==> src/common/fci_pkg.sv <==
// Purpose: Constants and types for the flash command sequencer (host side)
// Assumes: Byte mode organisation, 100 MHz clock
// Notes: Behaviour
// Behaviour
// - Multi-write commands other than bypass program and bypass exit open with AA@AAA, 55@555
// - Program is unlock, A0@AAA, then target write
// - Success returns read mode; failure needs reset
// - Bypass program is A0 then target write
// - Bypass exit is 90 then 00
// - Chip erase is six writes ending 10@AAA
// - Block erase sixth write is 30@block
// - Address on strobe fall, data on rise
package fci_pkg;
  localparam logic [15:0] FCI_ADDR_UNLOCK1 = 16'h0aaa;
  localparam logic [15:0] FCI_ADDR_UNLOCK2 = 16'h0555;
  localparam logic [7:0] FCI_DATA_UNLOCK1 = 8'haa;
  localparam logic [7:0] FCI_DATA_UNLOCK2 = 8'h55;
  localparam logic [7:0] FCI_CMD_RESET = 8'hf0;
  localparam logic [7:0] FCI_CMD_AUTOSEL = 8'h90;
  localparam logic [7:0] FCI_CMD_PROGRAM = 8'ha0;
  localparam logic [7:0] FCI_CMD_BYPASS = 8'h20;
  localparam logic [7:0] FCI_CMD_BYPASS_EXIT = 8'h00;
  localparam logic [7:0] FCI_CMD_ERASE_SETUP = 8'h80;
  localparam logic [7:0] FCI_CMD_CHIP_ERASE = 8'h10;
  localparam logic [7:0] FCI_CMD_BLOCK_ERASE = 8'h30;
  localparam logic [7:0] FCI_CMD_SUSPEND = 8'hb0;
  localparam logic [7:0] FCI_CMD_RESUME = 8'h30;
  localparam int FCI_BIT_POLL = 7;
  localparam int FCI_BIT_TOGGLE = 6;
  localparam int FCI_BIT_ERROR = 5;
  localparam int FCI_BIT_TIMEOUT = 3;
  localparam int FCI_CLK_NS = 10;
  localparam int FCI_SETUP_NS = 40;
  localparam int FCI_PULSE_NS = 40;
  localparam logic [3:0] FCI_SETUP_CYC = 4'((FCI_SETUP_NS + FCI_CLK_NS - 1) / FCI_CLK_NS);
  localparam logic [3:0] FCI_PULSE_CYC = 4'((FCI_PULSE_NS + FCI_CLK_NS - 1) / FCI_CLK_NS);
  localparam logic [3:0] FCI_STEP_RESET = 4'h0;

  typedef enum logic [3:0] {
    FCI_OP_RESET = 4'h0,
    FCI_OP_AUTOSEL = 4'h1,
    FCI_OP_PROGRAM = 4'h2,
    FCI_OP_BYPASS = 4'h3,
    FCI_OP_BYP_PROGRAM = 4'h4,
    FCI_OP_BYP_EXIT = 4'h5,
    FCI_OP_CHIP_ERASE = 4'h6,
    FCI_OP_BLOCK_ERASE = 4'h7,
    FCI_OP_SUSPEND = 4'h8,
    FCI_OP_RESUME = 4'h9,
    FCI_OP_READ = 4'ha,
    FCI_OP_BLOCK_ADD = 4'hb,
    FCI_OP_SHORT_RESET = 4'hc
  } fci_op_t;

  typedef struct packed {
    fci_op_t op;
    logic [15:0] addr;
    logic [7:0] data;
  } fci_req_t;

  typedef struct packed {
    logic [15:0] addr;
    logic [7:0] data;
  } fci_write_t;

  typedef enum logic [4:0] {
    FCI_ST_IDLE = 5'b00001,
    FCI_ST_SETUP = 5'b00010,
    FCI_ST_STROBE = 5'b00100,
    FCI_ST_HOLD = 5'b01000,
    FCI_ST_READ = 5'b10000
  } fci_state_t;
endpackage

==> src/hw/fci_host.sv <==
// Purpose: Host controller that issues flash commands over the parallel bus pins
// Assumes: Byte mode; user holds req stable until accepted
// Notes: One write or read per bus cycle; cycles chain into command sequences
`timescale 1ns/1ps
module fci_host
  import fci_pkg::*;
(
  input wire logic clk,
  input wire logic reset_n,
  input wire logic req_valid,
  input fci_req_t req,
  output logic req_ready,
  output logic done,
  output logic [7:0] rd_data,
  output logic [15:0] flash_addr,
  output logic flash_addr_low,
  output logic [7:0] flash_dq_out,
  output logic flash_dq_oe,
  input wire logic [7:0] flash_dq_in,
  output logic flash_ce_n,
  output logic flash_we_n,
  output logic flash_oe_n,
  output logic flash_byte_n,
  input wire logic ready_busy_output,
  output logic busy,
  output logic poll_bit,
  output logic toggle_seen,
  output logic error_seen
);
  // Gives the address and data of one bus write of a command
  function automatic fci_write_t step_write(fci_op_t op, logic [2:0] idx,
                                            logic [15:0] a, logic [7:0] d);
    fci_write_t w;
    w = '{addr: FCI_ADDR_UNLOCK1, data: FCI_DATA_UNLOCK1};
    if (idx == 3'd1) begin
      w = '{addr: FCI_ADDR_UNLOCK2, data: FCI_DATA_UNLOCK2};
    end
    if (idx == 3'd2) begin
      unique case (op)
        FCI_OP_RESET: w = '{addr: a, data: FCI_CMD_RESET};
        FCI_OP_AUTOSEL: w = '{addr: FCI_ADDR_UNLOCK1, data: FCI_CMD_AUTOSEL};
        FCI_OP_PROGRAM: w = '{addr: FCI_ADDR_UNLOCK1, data: FCI_CMD_PROGRAM};
        FCI_OP_BYPASS: w = '{addr: FCI_ADDR_UNLOCK1, data: FCI_CMD_BYPASS};
        default: w = '{addr: FCI_ADDR_UNLOCK1, data: FCI_CMD_ERASE_SETUP};
      endcase
    end
    if (idx == 3'd3 && op == FCI_OP_PROGRAM) begin
      w = '{addr: a, data: d};
    end
    if (idx == 3'd4) begin
      w = '{addr: FCI_ADDR_UNLOCK2, data: FCI_DATA_UNLOCK2};
    end
    if (idx == 3'd5) begin
      w = '{addr: a, data: FCI_CMD_BLOCK_ERASE};
      if (op == FCI_OP_CHIP_ERASE) begin
        w = '{addr: FCI_ADDR_UNLOCK1, data: FCI_CMD_CHIP_ERASE};
      end
    end
    unique case (op)
      FCI_OP_BYP_PROGRAM: begin
        w = '{addr: a, data: d};
        if (idx == 3'd0) begin
          w = '{addr: a, data: FCI_CMD_PROGRAM};
        end
      end
      FCI_OP_BYP_EXIT: begin
        w = '{addr: a, data: FCI_CMD_BYPASS_EXIT};
        if (idx == 3'd0) begin
          w = '{addr: a, data: FCI_CMD_AUTOSEL};
        end
      end
      FCI_OP_SUSPEND: w = '{addr: a, data: FCI_CMD_SUSPEND};
      FCI_OP_RESUME: w = '{addr: a, data: FCI_CMD_RESUME};
      FCI_OP_SHORT_RESET: w = '{addr: a, data: FCI_CMD_RESET};
      FCI_OP_BLOCK_ADD: w = '{addr: a, data: FCI_CMD_BLOCK_ERASE};
      default: w = w;
    endcase
    return w;
  endfunction

  function automatic logic [2:0] op_len(fci_op_t op);
    unique case (op)
      FCI_OP_RESET, FCI_OP_AUTOSEL, FCI_OP_BYPASS: return 3'd3;
      FCI_OP_PROGRAM: return 3'd4;
      FCI_OP_CHIP_ERASE, FCI_OP_BLOCK_ERASE: return 3'd6;
      FCI_OP_BYP_PROGRAM, FCI_OP_BYP_EXIT: return 3'd2;
      default: return 3'd1;
    endcase
  endfunction

  fci_state_t state_reg, state_next;
  fci_req_t cur_reg, cur_next;
  logic [2:0] idx_reg, idx_next;
  logic [3:0] cnt_reg, cnt_next;
  logic [15:0] addr_reg, addr_next;
  logic [7:0] dq_reg, dq_next;
  logic oe_reg, oe_next, ce_reg, ce_next, we_reg, we_next, rdoe_reg, rdoe_next;
  logic ready_reg, ready_next, done_reg, done_next;
  logic [7:0] rdat_reg, rdat_next;
  logic busy_reg, busy_next, poll_reg, poll_next, tog_reg, tog_next, err_reg, err_next;
  logic [7:0] din_s1, din_s2;
  logic rb_s1, rb_s2;
  fci_write_t w;

  always_ff @(posedge clk or negedge reset_n) begin
    if (!reset_n) begin
      din_s1 <= 8'h00;
      din_s2 <= 8'h00;
      rb_s1 <= 1'b1;
      rb_s2 <= 1'b1;
    end else begin
      din_s1 <= flash_dq_in;
      din_s2 <= din_s1;
      rb_s1 <= ready_busy_output;
      rb_s2 <= rb_s1;
    end
  end

  always_comb begin
    w = step_write(cur_reg.op, idx_reg, cur_reg.addr, cur_reg.data);
    state_next = state_reg;
    cur_next = cur_reg;
    idx_next = idx_reg;
    cnt_next = cnt_reg;
    addr_next = addr_reg;
    dq_next = dq_reg;
    oe_next = oe_reg;
    ce_next = ce_reg;
    we_next = we_reg;
    rdoe_next = rdoe_reg;
    ready_next = ready_reg;
    done_next = 1'b0;
    rdat_next = rdat_reg;
    busy_next = ~rb_s2;
    poll_next = poll_reg;
    tog_next = tog_reg;
    err_next = err_reg;
    unique case (state_reg)
      FCI_ST_IDLE: begin
        if (req_valid && ready_reg) begin
          cur_next = req;
          idx_next = FCI_STEP_RESET[2:0];
          cnt_next = FCI_SETUP_CYC;
          ready_next = 1'b0;
          state_next = (req.op == FCI_OP_READ) ? FCI_ST_READ : FCI_ST_SETUP;
          addr_next = req.addr;
          ce_next = (req.op == FCI_OP_READ) ? 1'b0 : 1'b1;
          rdoe_next = (req.op == FCI_OP_READ) ? 1'b0 : 1'b1;
        end
      end
      FCI_ST_SETUP: begin
        // Address and data set up with output enable high before strobes fall
        addr_next = w.addr;
        dq_next = w.data;
        oe_next = 1'b1;
        rdoe_next = 1'b1;
        cnt_next = cnt_reg - 4'h1;
        if (cnt_reg == 4'h1) begin
          ce_next = 1'b0;
          we_next = 1'b0;
          cnt_next = FCI_PULSE_CYC;
          state_next = FCI_ST_STROBE;
        end
      end
      FCI_ST_STROBE: begin
        cnt_next = cnt_reg - 4'h1;
        if (cnt_reg == 4'h1) begin
          we_next = 1'b1;
          ce_next = 1'b1;
          cnt_next = FCI_SETUP_CYC;
          state_next = FCI_ST_HOLD;
        end
      end
      FCI_ST_HOLD: begin
        cnt_next = cnt_reg - 4'h1;
        if (cnt_reg == 4'h1) begin
          oe_next = 1'b0;
          if (idx_reg + 3'd1 == op_len(cur_reg.op)) begin
            state_next = FCI_ST_IDLE;
            ready_next = 1'b1;
            done_next = 1'b1;
          end else begin
            idx_next = idx_reg + 3'd1;
            cnt_next = FCI_SETUP_CYC;
            state_next = FCI_ST_SETUP;
          end
        end
      end
      FCI_ST_READ: begin
        // Read pulse; status bits are decoded from each sampled word
        rdoe_next = 1'b0;
        ce_next = 1'b0;
        cnt_next = cnt_reg - 4'h1;
        if (cnt_reg == 4'h1) begin
          rdat_next = din_s2;
          poll_next = din_s2[FCI_BIT_POLL];
          tog_next = din_s2[FCI_BIT_TOGGLE] ^ rdat_reg[FCI_BIT_TOGGLE];
          err_next = din_s2[FCI_BIT_ERROR];
          rdoe_next = 1'b1;
          ce_next = 1'b1;
          ready_next = 1'b1;
          done_next = 1'b1;
          state_next = FCI_ST_IDLE;
        end
      end
      default: state_next = FCI_ST_IDLE;
    endcase
  end

  always_ff @(posedge clk or negedge reset_n) begin
    if (!reset_n) begin
      state_reg <= FCI_ST_IDLE;
      cur_reg <= '0;
      idx_reg <= 3'd0;
      cnt_reg <= 4'h0;
      addr_reg <= 16'h0000;
      dq_reg <= 8'h00;
      oe_reg <= 1'b0;
      ce_reg <= 1'b1;
      we_reg <= 1'b1;
      rdoe_reg <= 1'b1;
      ready_reg <= 1'b1;
      done_reg <= 1'b0;
      rdat_reg <= 8'h00;
      busy_reg <= 1'b0;
      poll_reg <= 1'b0;
      tog_reg <= 1'b0;
      err_reg <= 1'b0;
    end else begin
      state_reg <= state_next;
      cur_reg <= cur_next;
      idx_reg <= idx_next;
      cnt_reg <= cnt_next;
      addr_reg <= addr_next;
      dq_reg <= dq_next;
      oe_reg <= oe_next;
      ce_reg <= ce_next;
      we_reg <= we_next;
      rdoe_reg <= rdoe_next;
      ready_reg <= ready_next;
      done_reg <= done_next;
      rdat_reg <= rdat_next;
      busy_reg <= busy_next;
      poll_reg <= poll_next;
      tog_reg <= tog_next;
      err_reg <= err_next;
    end
  end

  assign req_ready = ready_reg;
  assign done = done_reg;
  assign rd_data = rdat_reg;
  assign flash_addr = addr_reg;
  assign flash_addr_low = 1'b0;
  assign flash_dq_out = dq_reg;
  assign flash_dq_oe = oe_reg;
  assign flash_ce_n = ce_reg;
  assign flash_we_n = we_reg;
  assign flash_oe_n = rdoe_reg;
  assign flash_byte_n = 1'b0;
  assign busy = busy_reg;
  assign poll_bit = poll_reg;
  assign toggle_seen = tog_reg;
  assign error_seen = err_reg;
endmodule

==> config.mk <==
export PLATFORM = sky130hd
export DESIGN_NAME = fci_host
export DESIGN_NICKNAME = d
export VERILOG_FILES = /design/src/common/fci_pkg.sv /design/src/hw/fci_host.sv
export SDC_FILE = /design/constraint.sdc
export NUM_CORES = 1
export LEC_CHECK = 0
export BUFFER_PORTS_ARGS = -buffer_cell sky130_fd_sc_hd__buf_4
export CAP_MARGIN = 20
export CORE_MARGIN = 5
export CORE_UTILIZATION = 50
export DETAILED_ROUTE_END_ITERATION = 7
export PLACE_DENSITY = 0.81
export SKIP_LAST_GASP = 1
export SYNTH_ARGS = -nofsm -noshare
export SYNTH_HDL_FRONTEND = slang
export SYNTH_SLANG_ARGS = --single-unit
==> constraint.sdc <==
create_clock -name clk -period 2.25 [get_ports clk]
set_input_delay 0.1125 -clock clk [delete_from_list [all_inputs] [get_ports clk]]
set_output_delay 0.1125 -clock clk [all_outputs]
set_load 0.05 [all_outputs]
## Word level (Yosys, flattened, before mapping)

Memories as Yosys holds them, arrays and structs flattened.
Cells that the tools add are included.

| cells by class | value |
|---|---|
| add/sub/neg operators | 2 |
| equal/unequal tests | 30 |
| muxes and demuxes | 48 |
| bitwise operators | 2 |
| reduce and logical (&&, ||, !) cells | 25 |

Operator list:

| kind | count |
|---|---|
| 24-bit two-way mux | 5 |
| 24-bit one-hot mux with 5 select lines | 1 |
| 24-bit one-hot mux with 4 select lines | 1 |
| 16-bit one-hot mux with 2 select lines | 1 |
| 5-bit two-way mux | 6 |
| 5-bit one-hot mux with 5 select lines | 1 |
| 4-bit equality test (second input constant) | 5 |
| 20-bit two-way mux | 1 |
| 3-bit two-way mux | 6 |
| 16-bit two-way mux | 1 |
| 4-bit two-way mux | 4 |
| 8-bit two-way mux | 2 |
| 4-bit one-hot mux with 4 select lines | 1 |
| 2-bit inequality test (second input constant) | 7 |
| 4-bit by 3-bit equality test with 1-bit output (second input constant) | 3 |
| 2-bit AND reduction | 6 |
| 1-bit two-way mux | 10 |
| 5-bit AND reduction | 2 |
| 4-bit by 1-bit equality test with 1-bit output (second input constant) | 2 |
| 4-bit by 2-bit equality test with 1-bit output (second input constant) | 2 |
| 4-bit AND reduction | 2 |
| 2-bit nonzero test | 4 |
| 4-bit nonzero test | 2 |
| 3-bit by 2-bit equality test with 1-bit output (second input constant) | 2 |
| 23 further kinds | 30 |

| word-level totals | value |
|---|---|
| register bits after elaboration | 100 |
| ROM bits | 24 |
| input port bits | 40 |
| output and inout bits | 44 |
| logic and storage cells | 131 |
| memories kept | 1 |

Memories:

| memory | depth | bits a word | rd ports | clocked after Yosys merged registers in | wr ports | RTL line | RTL |
|---|---|---|---|---|---|---|---|
| (name not given) | 8 | 3 | 1 | 0 | 0 | fci_host.sv:82 | `unique case (op)` |

## Longest topological paths before layout

Gate-level depths: netlist of run 1.

| depth | value |
|---|---|
| depth after elaboration | 8 |
| mapped depth | 10 |
| depth with buffers taken out | 8 |

## Worst setup path before layout of run 1

OpenSTA, ideal clock, no wires.

| timing | value |
|---|---|
| kind | reg2reg |
| start point | reg idx_reg[0] |
| end point | reg cnt_reg[2] |
| library setup time | 0.126 ns |
| data arrival time | 2.337 ns |
| required time | 2.124 ns |
| setup slack | -0.213 ns |
| stages on the path, launching flop included | 9 |
| path through | dfrtp_1 -> inv_1 -> ha_1 -> or3_1 -> a211oi_2 -> a311oi_1 -> o21a_2 -> or3b_4 -> o311a_1 |

| between the ends | value |
|---|---|
| cells in the longest elaborated chain, start to end | 5 |

Ends and longest elaborated chain:

| what | RTL line | RTL |
|---|---|---|
| start: declaration | fci_host.sv:93 | `logic [2:0] idx_reg, idx_next;` |
| start signal: assignment | fci_host.sv:232 | `idx_reg <= idx_next;` |
| 3-bit by 1-bit adder with 3-bit output | fci_host.sv:178 | `if (idx_reg + 3'd1 == op_len(cur_reg.op)) begin` |
| 3-bit equality test | fci_host.sv:178 |  |
| 4-bit two-way mux | fci_host.sv:178 |  |
| 4-bit two-way mux | fci_host.sv:176 | `if (cnt_reg == 4'h1) begin` |
| 4-bit one-hot mux with 4 select lines | fci_host.sv:138 | `unique case (state_reg)` |
| end signal: assignment | fci_host.sv:233 | `cnt_reg <= cnt_next;` |
| end: declaration | fci_host.sv:94 | `logic [3:0] cnt_reg, cnt_next;` |

No other way between the ends.
A chain may end at the register's enable or synchronous reset.

## Worst setup path in the final report of run 1

Same ends and word-level chain as after synthesis.

==> run_results.csv, run 1 <==
group,metric,value,unit
outcome,violated_checks,"negative setup slack",
detailed_routing,routed_wire_length_per_instance,16.7,um
timing,setup_viol,5,
detailed_routing,drt_first_iter_violations,378,
power_and_ir_drop,intPower,2.29,mW
logic_synthesis,synthTopCellsByArea,"dfrtp_1 50%, nand2_1 9.5%, dfstp_2 4.0%, a21oi_1 3.6%, o21ai_0 2.1%",
floorplanning,design.core.area,8810,um2
clocking,numClockSinks,98,
logic_synthesis,yosysWarningCount,0,
critical_path,worst-path-max-fanout,3,
critical_path,critical-path-top-delay-family,"compound AO/OA/AOI/OAI gates",
critical_path,worst-endpoint-required,2.52,ns
global_routing,initial_antenna_violation_count,0,
logic_synthesis,synth_enable_flop_cells,0,
critical_path,startpoint_type,"register",
detailed_routing,ant_nets,0,
critical_path,critPathKind,"register to register",
critical_path,end_kind,"register",
floorplanning,initial_utilization,51.8,%
layout,largest_reg_flops,28,
critical_path,max_stage_delay,0.42,ns
layout,sequential_cell_area,2460,um2
layout,final_core_util,71.6,%
timing,timing.slew.headroom,55.2,%
clocking,htreeDepth,3,
timing,final.min_clock_period,2.34,ns
place,port_buffers,81,
floorplanning,die_w,106,um
global_routing,grt_max_degree,53,
place,dpl_worst_slack,-0.0698,ns
detailed_routing,drt_pre_antenna_iters,5,
layout,fillers,595,
global_routing,grt_pass1_wl,20400,um
logic_synthesis,synth_top_cell_area_share,49.9,%
detailed_routing,vias_per_cell,5.66,
floorplanning,floorplan.rows,34,
clocking,cts_tree,"built",
power_and_ir_drop,power_dissipated_by_switching_net_loads,736,uW
critical_path,critPathArrivalTime,2.61,ns
outcome,status,"finished, violations left",
power_and_ir_drop,pwr_density_cell,479,nW/um2
layout,antenna-diode-count,0,
power_and_ir_drop,proportion_of_total_power_due_to_net_switching,24.4,%
timing,final.setup.tns,-0.212,ns
power_and_ir_drop,max-vdd-ir-drop,368,uV
timing,final.setup.worst_slack,-0.0895,ns
logic_synthesis,async_reset_ff_share,100,%
floorplanning,die-area,11100,um2
logic_synthesis,syn_area_per_cell,9.58,um2
place,globalplace.congestion,0.981,
global_routing,grt_overflow_total,0,
logic_synthesis,postSynth.topFlopCell,"dfrtp_1",
clocking,clkLatencyLatePin,0.38,ns
timing,f_max,0.427,GHz
clocking,numCtsBuffers,9,
global_routing,first_global_vias,4182,
layout,area_growth,38.3,%
worst_hold_path,hold_path.class,"input pin to register",
logic_synthesis,synthMostInstantiatedCell,"nand2_1",
logic_synthesis,post_synth_inst_count,476,
logic_synthesis,post_synth_num_cell_types,60,
detailed_routing,drc_errors,0,
clocking,maximum_clock_insertion_buffer_count,2,
power_and_ir_drop,p_leak,3.13,nW
place,place.detailed.hpwl,8130,um
run,max_cap_violations,0,
floorplanning,io_pins,84,
clocking,clkTransAtPathRegs,0.09,ns
timing,finalClockSkew,0.0159,ns
power_and_ir_drop,p_comb_share,5.4,%
logic_synthesis,synth.top_cells.by_count,"115 x nand2_1, 91 x dfrtp_1, 33 x a21oi_1",
power_and_ir_drop,power.clock.fraction,35.5,%
layout,multi_input_gate_area_in_the_final_layout,2110,um2
logic_synthesis,post_synth_instance_area,4560,um2
layout,drive_above_1_share,31.4,%
timing,post-route-period-util,104,%
detailed_routing,vias,4163,
floorplanning,dieHeight,106,um
logic_synthesis,synth_sequential_area_ratio,53.9,%
power_and_ir_drop,pwr-share-seq,59.0,%
critical_path,critical_path_buf_inv_count,1,
critical_path,rrSetupSlack,-0.09,ns
detailed_routing,routed_wirelength,12300,um
logic_synthesis,yosys.area.top_type,"dfrtp_1",
critical_path,crit_chain,"inv_2, ha_4, or3_4, a211oi_2, a311oi_2, o21a_2, or3b_4, o311a_1",
layout,finish.net_count,670,
timing,hold_viol_final,0,
global_routing,grtUsageTotal,22.5,%
timing,finalMaxSlewViolations,0,
clocking,cts-root-buf,"clkbuf_8",
timing,worstMarginPinSlew,0.664,ns
critical_path,crit_path_top_delay_cell,"dfrtp_1",
logic_synthesis,postSynthRegisterBits,98,
timing,grt_setup_unrepaired,"true",
-- cells in the final DEF, fill, tap and decap left out, drive strengths merged, types with 4 or more instances in the layout --
cell type / n
and3: 4
o221a: 4
nand2: 115
nor2: 22
mux2: 8
a221oi: 6
a21oi: 33
ha: 7
o311ai: 4
inv: 16
dfrtp: 91
nand4: 4
clkinvlp: 4
nand2b: 8
clkbuf: 10
nor2b: 4
o21a: 4
o31ai: 5
dlygate4sd3: 38
a31oi: 9
o21ai: 28
buf: 126
dfstp: 7
a21o: 8
o22ai: 6
-- per-layer routing --
layer  vias up  global-route usage, %  wire (um)
met1      2007                   30.5       5330
met2       179                   37.1       6040
met3        13                   4.22        777
met5         -                      0          0
met4         0                   6.85        148
li1       1964                      -          -
-- logic make-up after synthesis --
group	after synthesis	share of synthesized area, %
compound gates	134	19.6
xor+xnor	4	0.768
fa+ha+maj	7	1.92
buf+inv	44	4.20
flops	98	53.9
mux	8	1.97
other cells	1	0.0822
simple gates	180	17.5
-- metrics by stage --
step	area, um2	std cells	total power, mW	hold WS, ns
6_report	6310	736	3.02	0.238
5_1_grt	6310	736	3.14	0.277
4_1_cts	6130	733	3.05	0.250
3_5_place_dp	5520	674	1.93	0.169
3_3_place_gp	5520	674	1.93	0.155
2_1_floorplan	4590	477	1.83	-0.183
-- worst paths after layout --
kind / startpoint / endpoint / cells after the start
setup / recovery: idx_reg[0] / cnt_reg[2] / 8
hold / removal: req_valid / state_reg[0] / 4
setup reg to reg: idx_reg[0] / cnt_reg[2] / 8
hold reg to reg: din_s1[2] / din_s2[2] / 0
max in group asynchronous: reset_n / cur_reg[2] / 3
min in group asynchronous: reset_n / state_reg[4] / 2
-- cell type report --
cell class | count | area share [%]
Clock buffer | 10 | 2.02
Inverter | 15 | 0.893
Multi-Input combinational cell | 335 | 33.5
Sequential cell | 98 | 39.0
Timing Repair Buffer | 164 | 21.6
Clock inverter | 6 | 0.793
Tap cell | 108 | 2.14
-- timing repair --
item	in CTS	in global routing
hold endpoints to repair	85	0
cloned	0	2
gates resized for setup	4	35
setup buffers	5	1
hold buffers	38	0
setup endpoints to repair	4	26
pin swaps	2	5
-- power by group through the flow --
stage	sequential, mW	clock [mW]	combinational (mW)
2_1_floorplan	1.82	0	0.0134
3_3_place_gp	1.82	0	0.108
3_5_place_dp	1.82	0	0.111
4_1_cts	1.78	1.10	0.164
5_1_grt	1.79	1.17	0.180
6_report	1.78	1.07	0.164
-- worst register-to-register path: stages (launching register included) --
cell	delay (ns)
dfrtp_1	0.42
inv_2	0.10
ha_4	0.21
or3_4	0.32
a211oi_2	0.21
a311oi_2	0.08
o21a_2	0.23
or3b_4	0.37
o311a_1	0.29
Power figures use the tool's default switching activity.
==> run 2, diff against run 1 <==
--- a/config.mk
+++ b/config.mk
@@ -9,8 +9,10 @@
 export CAP_MARGIN = 20
 export CORE_MARGIN = 5
 export CORE_UTILIZATION = 50
+export CTS_CLUSTER_DIAMETER = 80
 export DETAILED_ROUTE_END_ITERATION = 7
 export PLACE_DENSITY = 0.81
+export SKIP_CTS_REPAIR_TIMING = 1
 export SKIP_LAST_GASP = 1
 export SYNTH_ARGS = -nofsm -noshare
 export SYNTH_HDL_FRONTEND = slang
==> run 2 against run 1 <==
Sequential power barely moved. Fmax decreased by 1.1%. The flow finishes with violations (negative hold slack, negative setup slack). Critical path type unchanged. Via count shrank 0.26%. Largest power group unchanged.
==> run_results.csv, run 2 (synthesis results as in run 1) <==
group,metric,value,unit
outcome,status,"finished, violations left",
outcome,violated_checks,"negative hold slack, negative setup slack",
timing,final.setup.tns,-0.383,ns
layout,area_growth,35.7,%
layout,finish.net_count,666,
clocking,clkTransAtPathRegs,0.10,ns
detailed_routing,vias,4152,
floorplanning,dieHeight,106,um
floorplanning,die-area,11100,um2
detailed_routing,ant_nets,0,
clocking,maximum_clock_insertion_buffer_count,2,
place,dpl_worst_slack,-0.0698,ns
detailed_routing,routed_wirelength,12200,um
detailed_routing,drt_first_iter_violations,372,
layout,final_core_util,70.3,%
worst_hold_path,hold_path.class,"input pin to register",
critical_path,critPathArrivalTime,2.63,ns
detailed_routing,vias_per_cell,5.67,
global_routing,initial_antenna_violation_count,0,
floorplanning,design.core.area,8810,um2
run,max_cap_violations,0,
floorplanning,initial_utilization,51.8,%
critical_path,worst-path-max-fanout,3,
critical_path,startpoint_type,"register",
timing,f_max,0.423,GHz
layout,most_frequent_standard_cell_in_the_layout_excluding_fill_and_tap_cells,"buf_4",
timing,final.setup.worst_slack,-0.116,ns
timing,post-route-period-util,105,%
clocking,cts-root-buf,"clkbuf_8",
layout,largest_reg_flops,28,
critical_path,critPathKind,"register to register",
place,port_buffers,81,
floorplanning,floorplan.rows,34,
power_and_ir_drop,p_leak,3.07,nW
power_and_ir_drop,pwr_density_cell,489,nW/um2
timing,timing.slew.headroom,54.8,%
clocking,numClockSinks,98,
layout,fillers,635,
clocking,cts_tree,"built",
place,globalplace.congestion,0.981,
timing,finalClockSkew,0.0153,ns
timing,finalMaxSlewViolations,0,
timing,final.min_clock_period,2.37,ns
timing,worstMarginPinSlew,0.669,ns
global_routing,grt_pass1_wl,19200,um
global_routing,grt_overflow_total,0,
critical_path,end_kind,"register",
global_routing,grt_max_degree,53,
detailed_routing,drc_errors,0,
place,place.detailed.hpwl,8130,um
layout,final_cell_mix,"119 x buf_4, 115 x nand2_1, 91 x dfrtp_1, 37 x dlygate4sd3_1, 31 x a21oi_1",
detailed_routing,drt_pre_antenna_iters,5,
global_routing,grtUsageTotal,21.2,%
floorplanning,die_w,106,um
clocking,htreeDepth,3,
power_and_ir_drop,max-vdd-ir-drop,367,uV
critical_path,worst-endpoint-required,2.52,ns
clocking,clkLatencyLatePin,0.38,ns
timing,setup_viol,7,
detailed_routing,routed_wire_length_per_instance,16.6,um
layout,drive_above_1_share,29.5,%
floorplanning,io_pins,84,
global_routing,first_global_vias,3910,
timing,grt_setup_unrepaired,"true",
timing,finalHoldWorstSlack,-0.0134,ns
critical_path,rrSetupSlack,-0.12,ns
clocking,numCtsBuffers,9,
timing,hold_viol_final,1,
layout,antenna-diode-count,0,
run 2: final timing paths:
kind	cells past startpoint	to	startpoint
setup reg to reg	8	cnt_reg[2]	idx_reg[0]
hold reg to reg	0	din_s2[2]	din_s1[2]
hold / removal	3	cur_reg[25]	req[25]
setup / recovery	8	cnt_reg[2]	idx_reg[0]
max in group asynchronous	3	flash_dq_out[5]	reset_n
min in group asynchronous	2	state_reg[4]	reset_n
run 2: per-stage QoR:
stage               power [mW]  instance area (um2)  instances
floorplan                 1.83                 4590        477
global placement          1.93                 5520        674
detailed placement        1.93                 5520        674
CTS                       3.00                 5690        690
global route              3.14                 6190        732
finish                    3.02                 6190        732
run 2: power breakdown:
group	total, mW	internal (mW)	switching (mW)	leakage (nW)
clock network	1.08	0.414	0.665	0.0771
registers	1.78	1.78	0.00446	1.22
logic	0.162	0.0915	0.0708	1.77
run 2: routing by layer:
layer / wire (um) / track usage [%]
met1: 5120 / 29.1
met2: 6060 / 33.7
met3: 771 / 4.34
met4: 205 / 7.22
met5: 0 / 0
run 2: final cells by class:
type	count	area, um2	share of cell area [%]
Sequential cell	98	2460	39.8
Multi-Input combinational cell	335	2030	32.8
Timing Repair Buffer	160	1330	21.5
Tap cell	108	135	2.18
Clock buffer	10	128	2.06
Inverter	15	56.3	0.910
Clock inverter	6	50.0	0.809
run 2: worst max-delay path, cell delays in order (launching register included):
cell and delay (ns):
dfrtp_1 0.42, inv_2 0.10, ha_4 0.20, or3_4 0.32, a211oi_2 0.25, a311oi_2 0.07, o21a_2 0.24, or3b_4 0.37
o311a_1 0.29
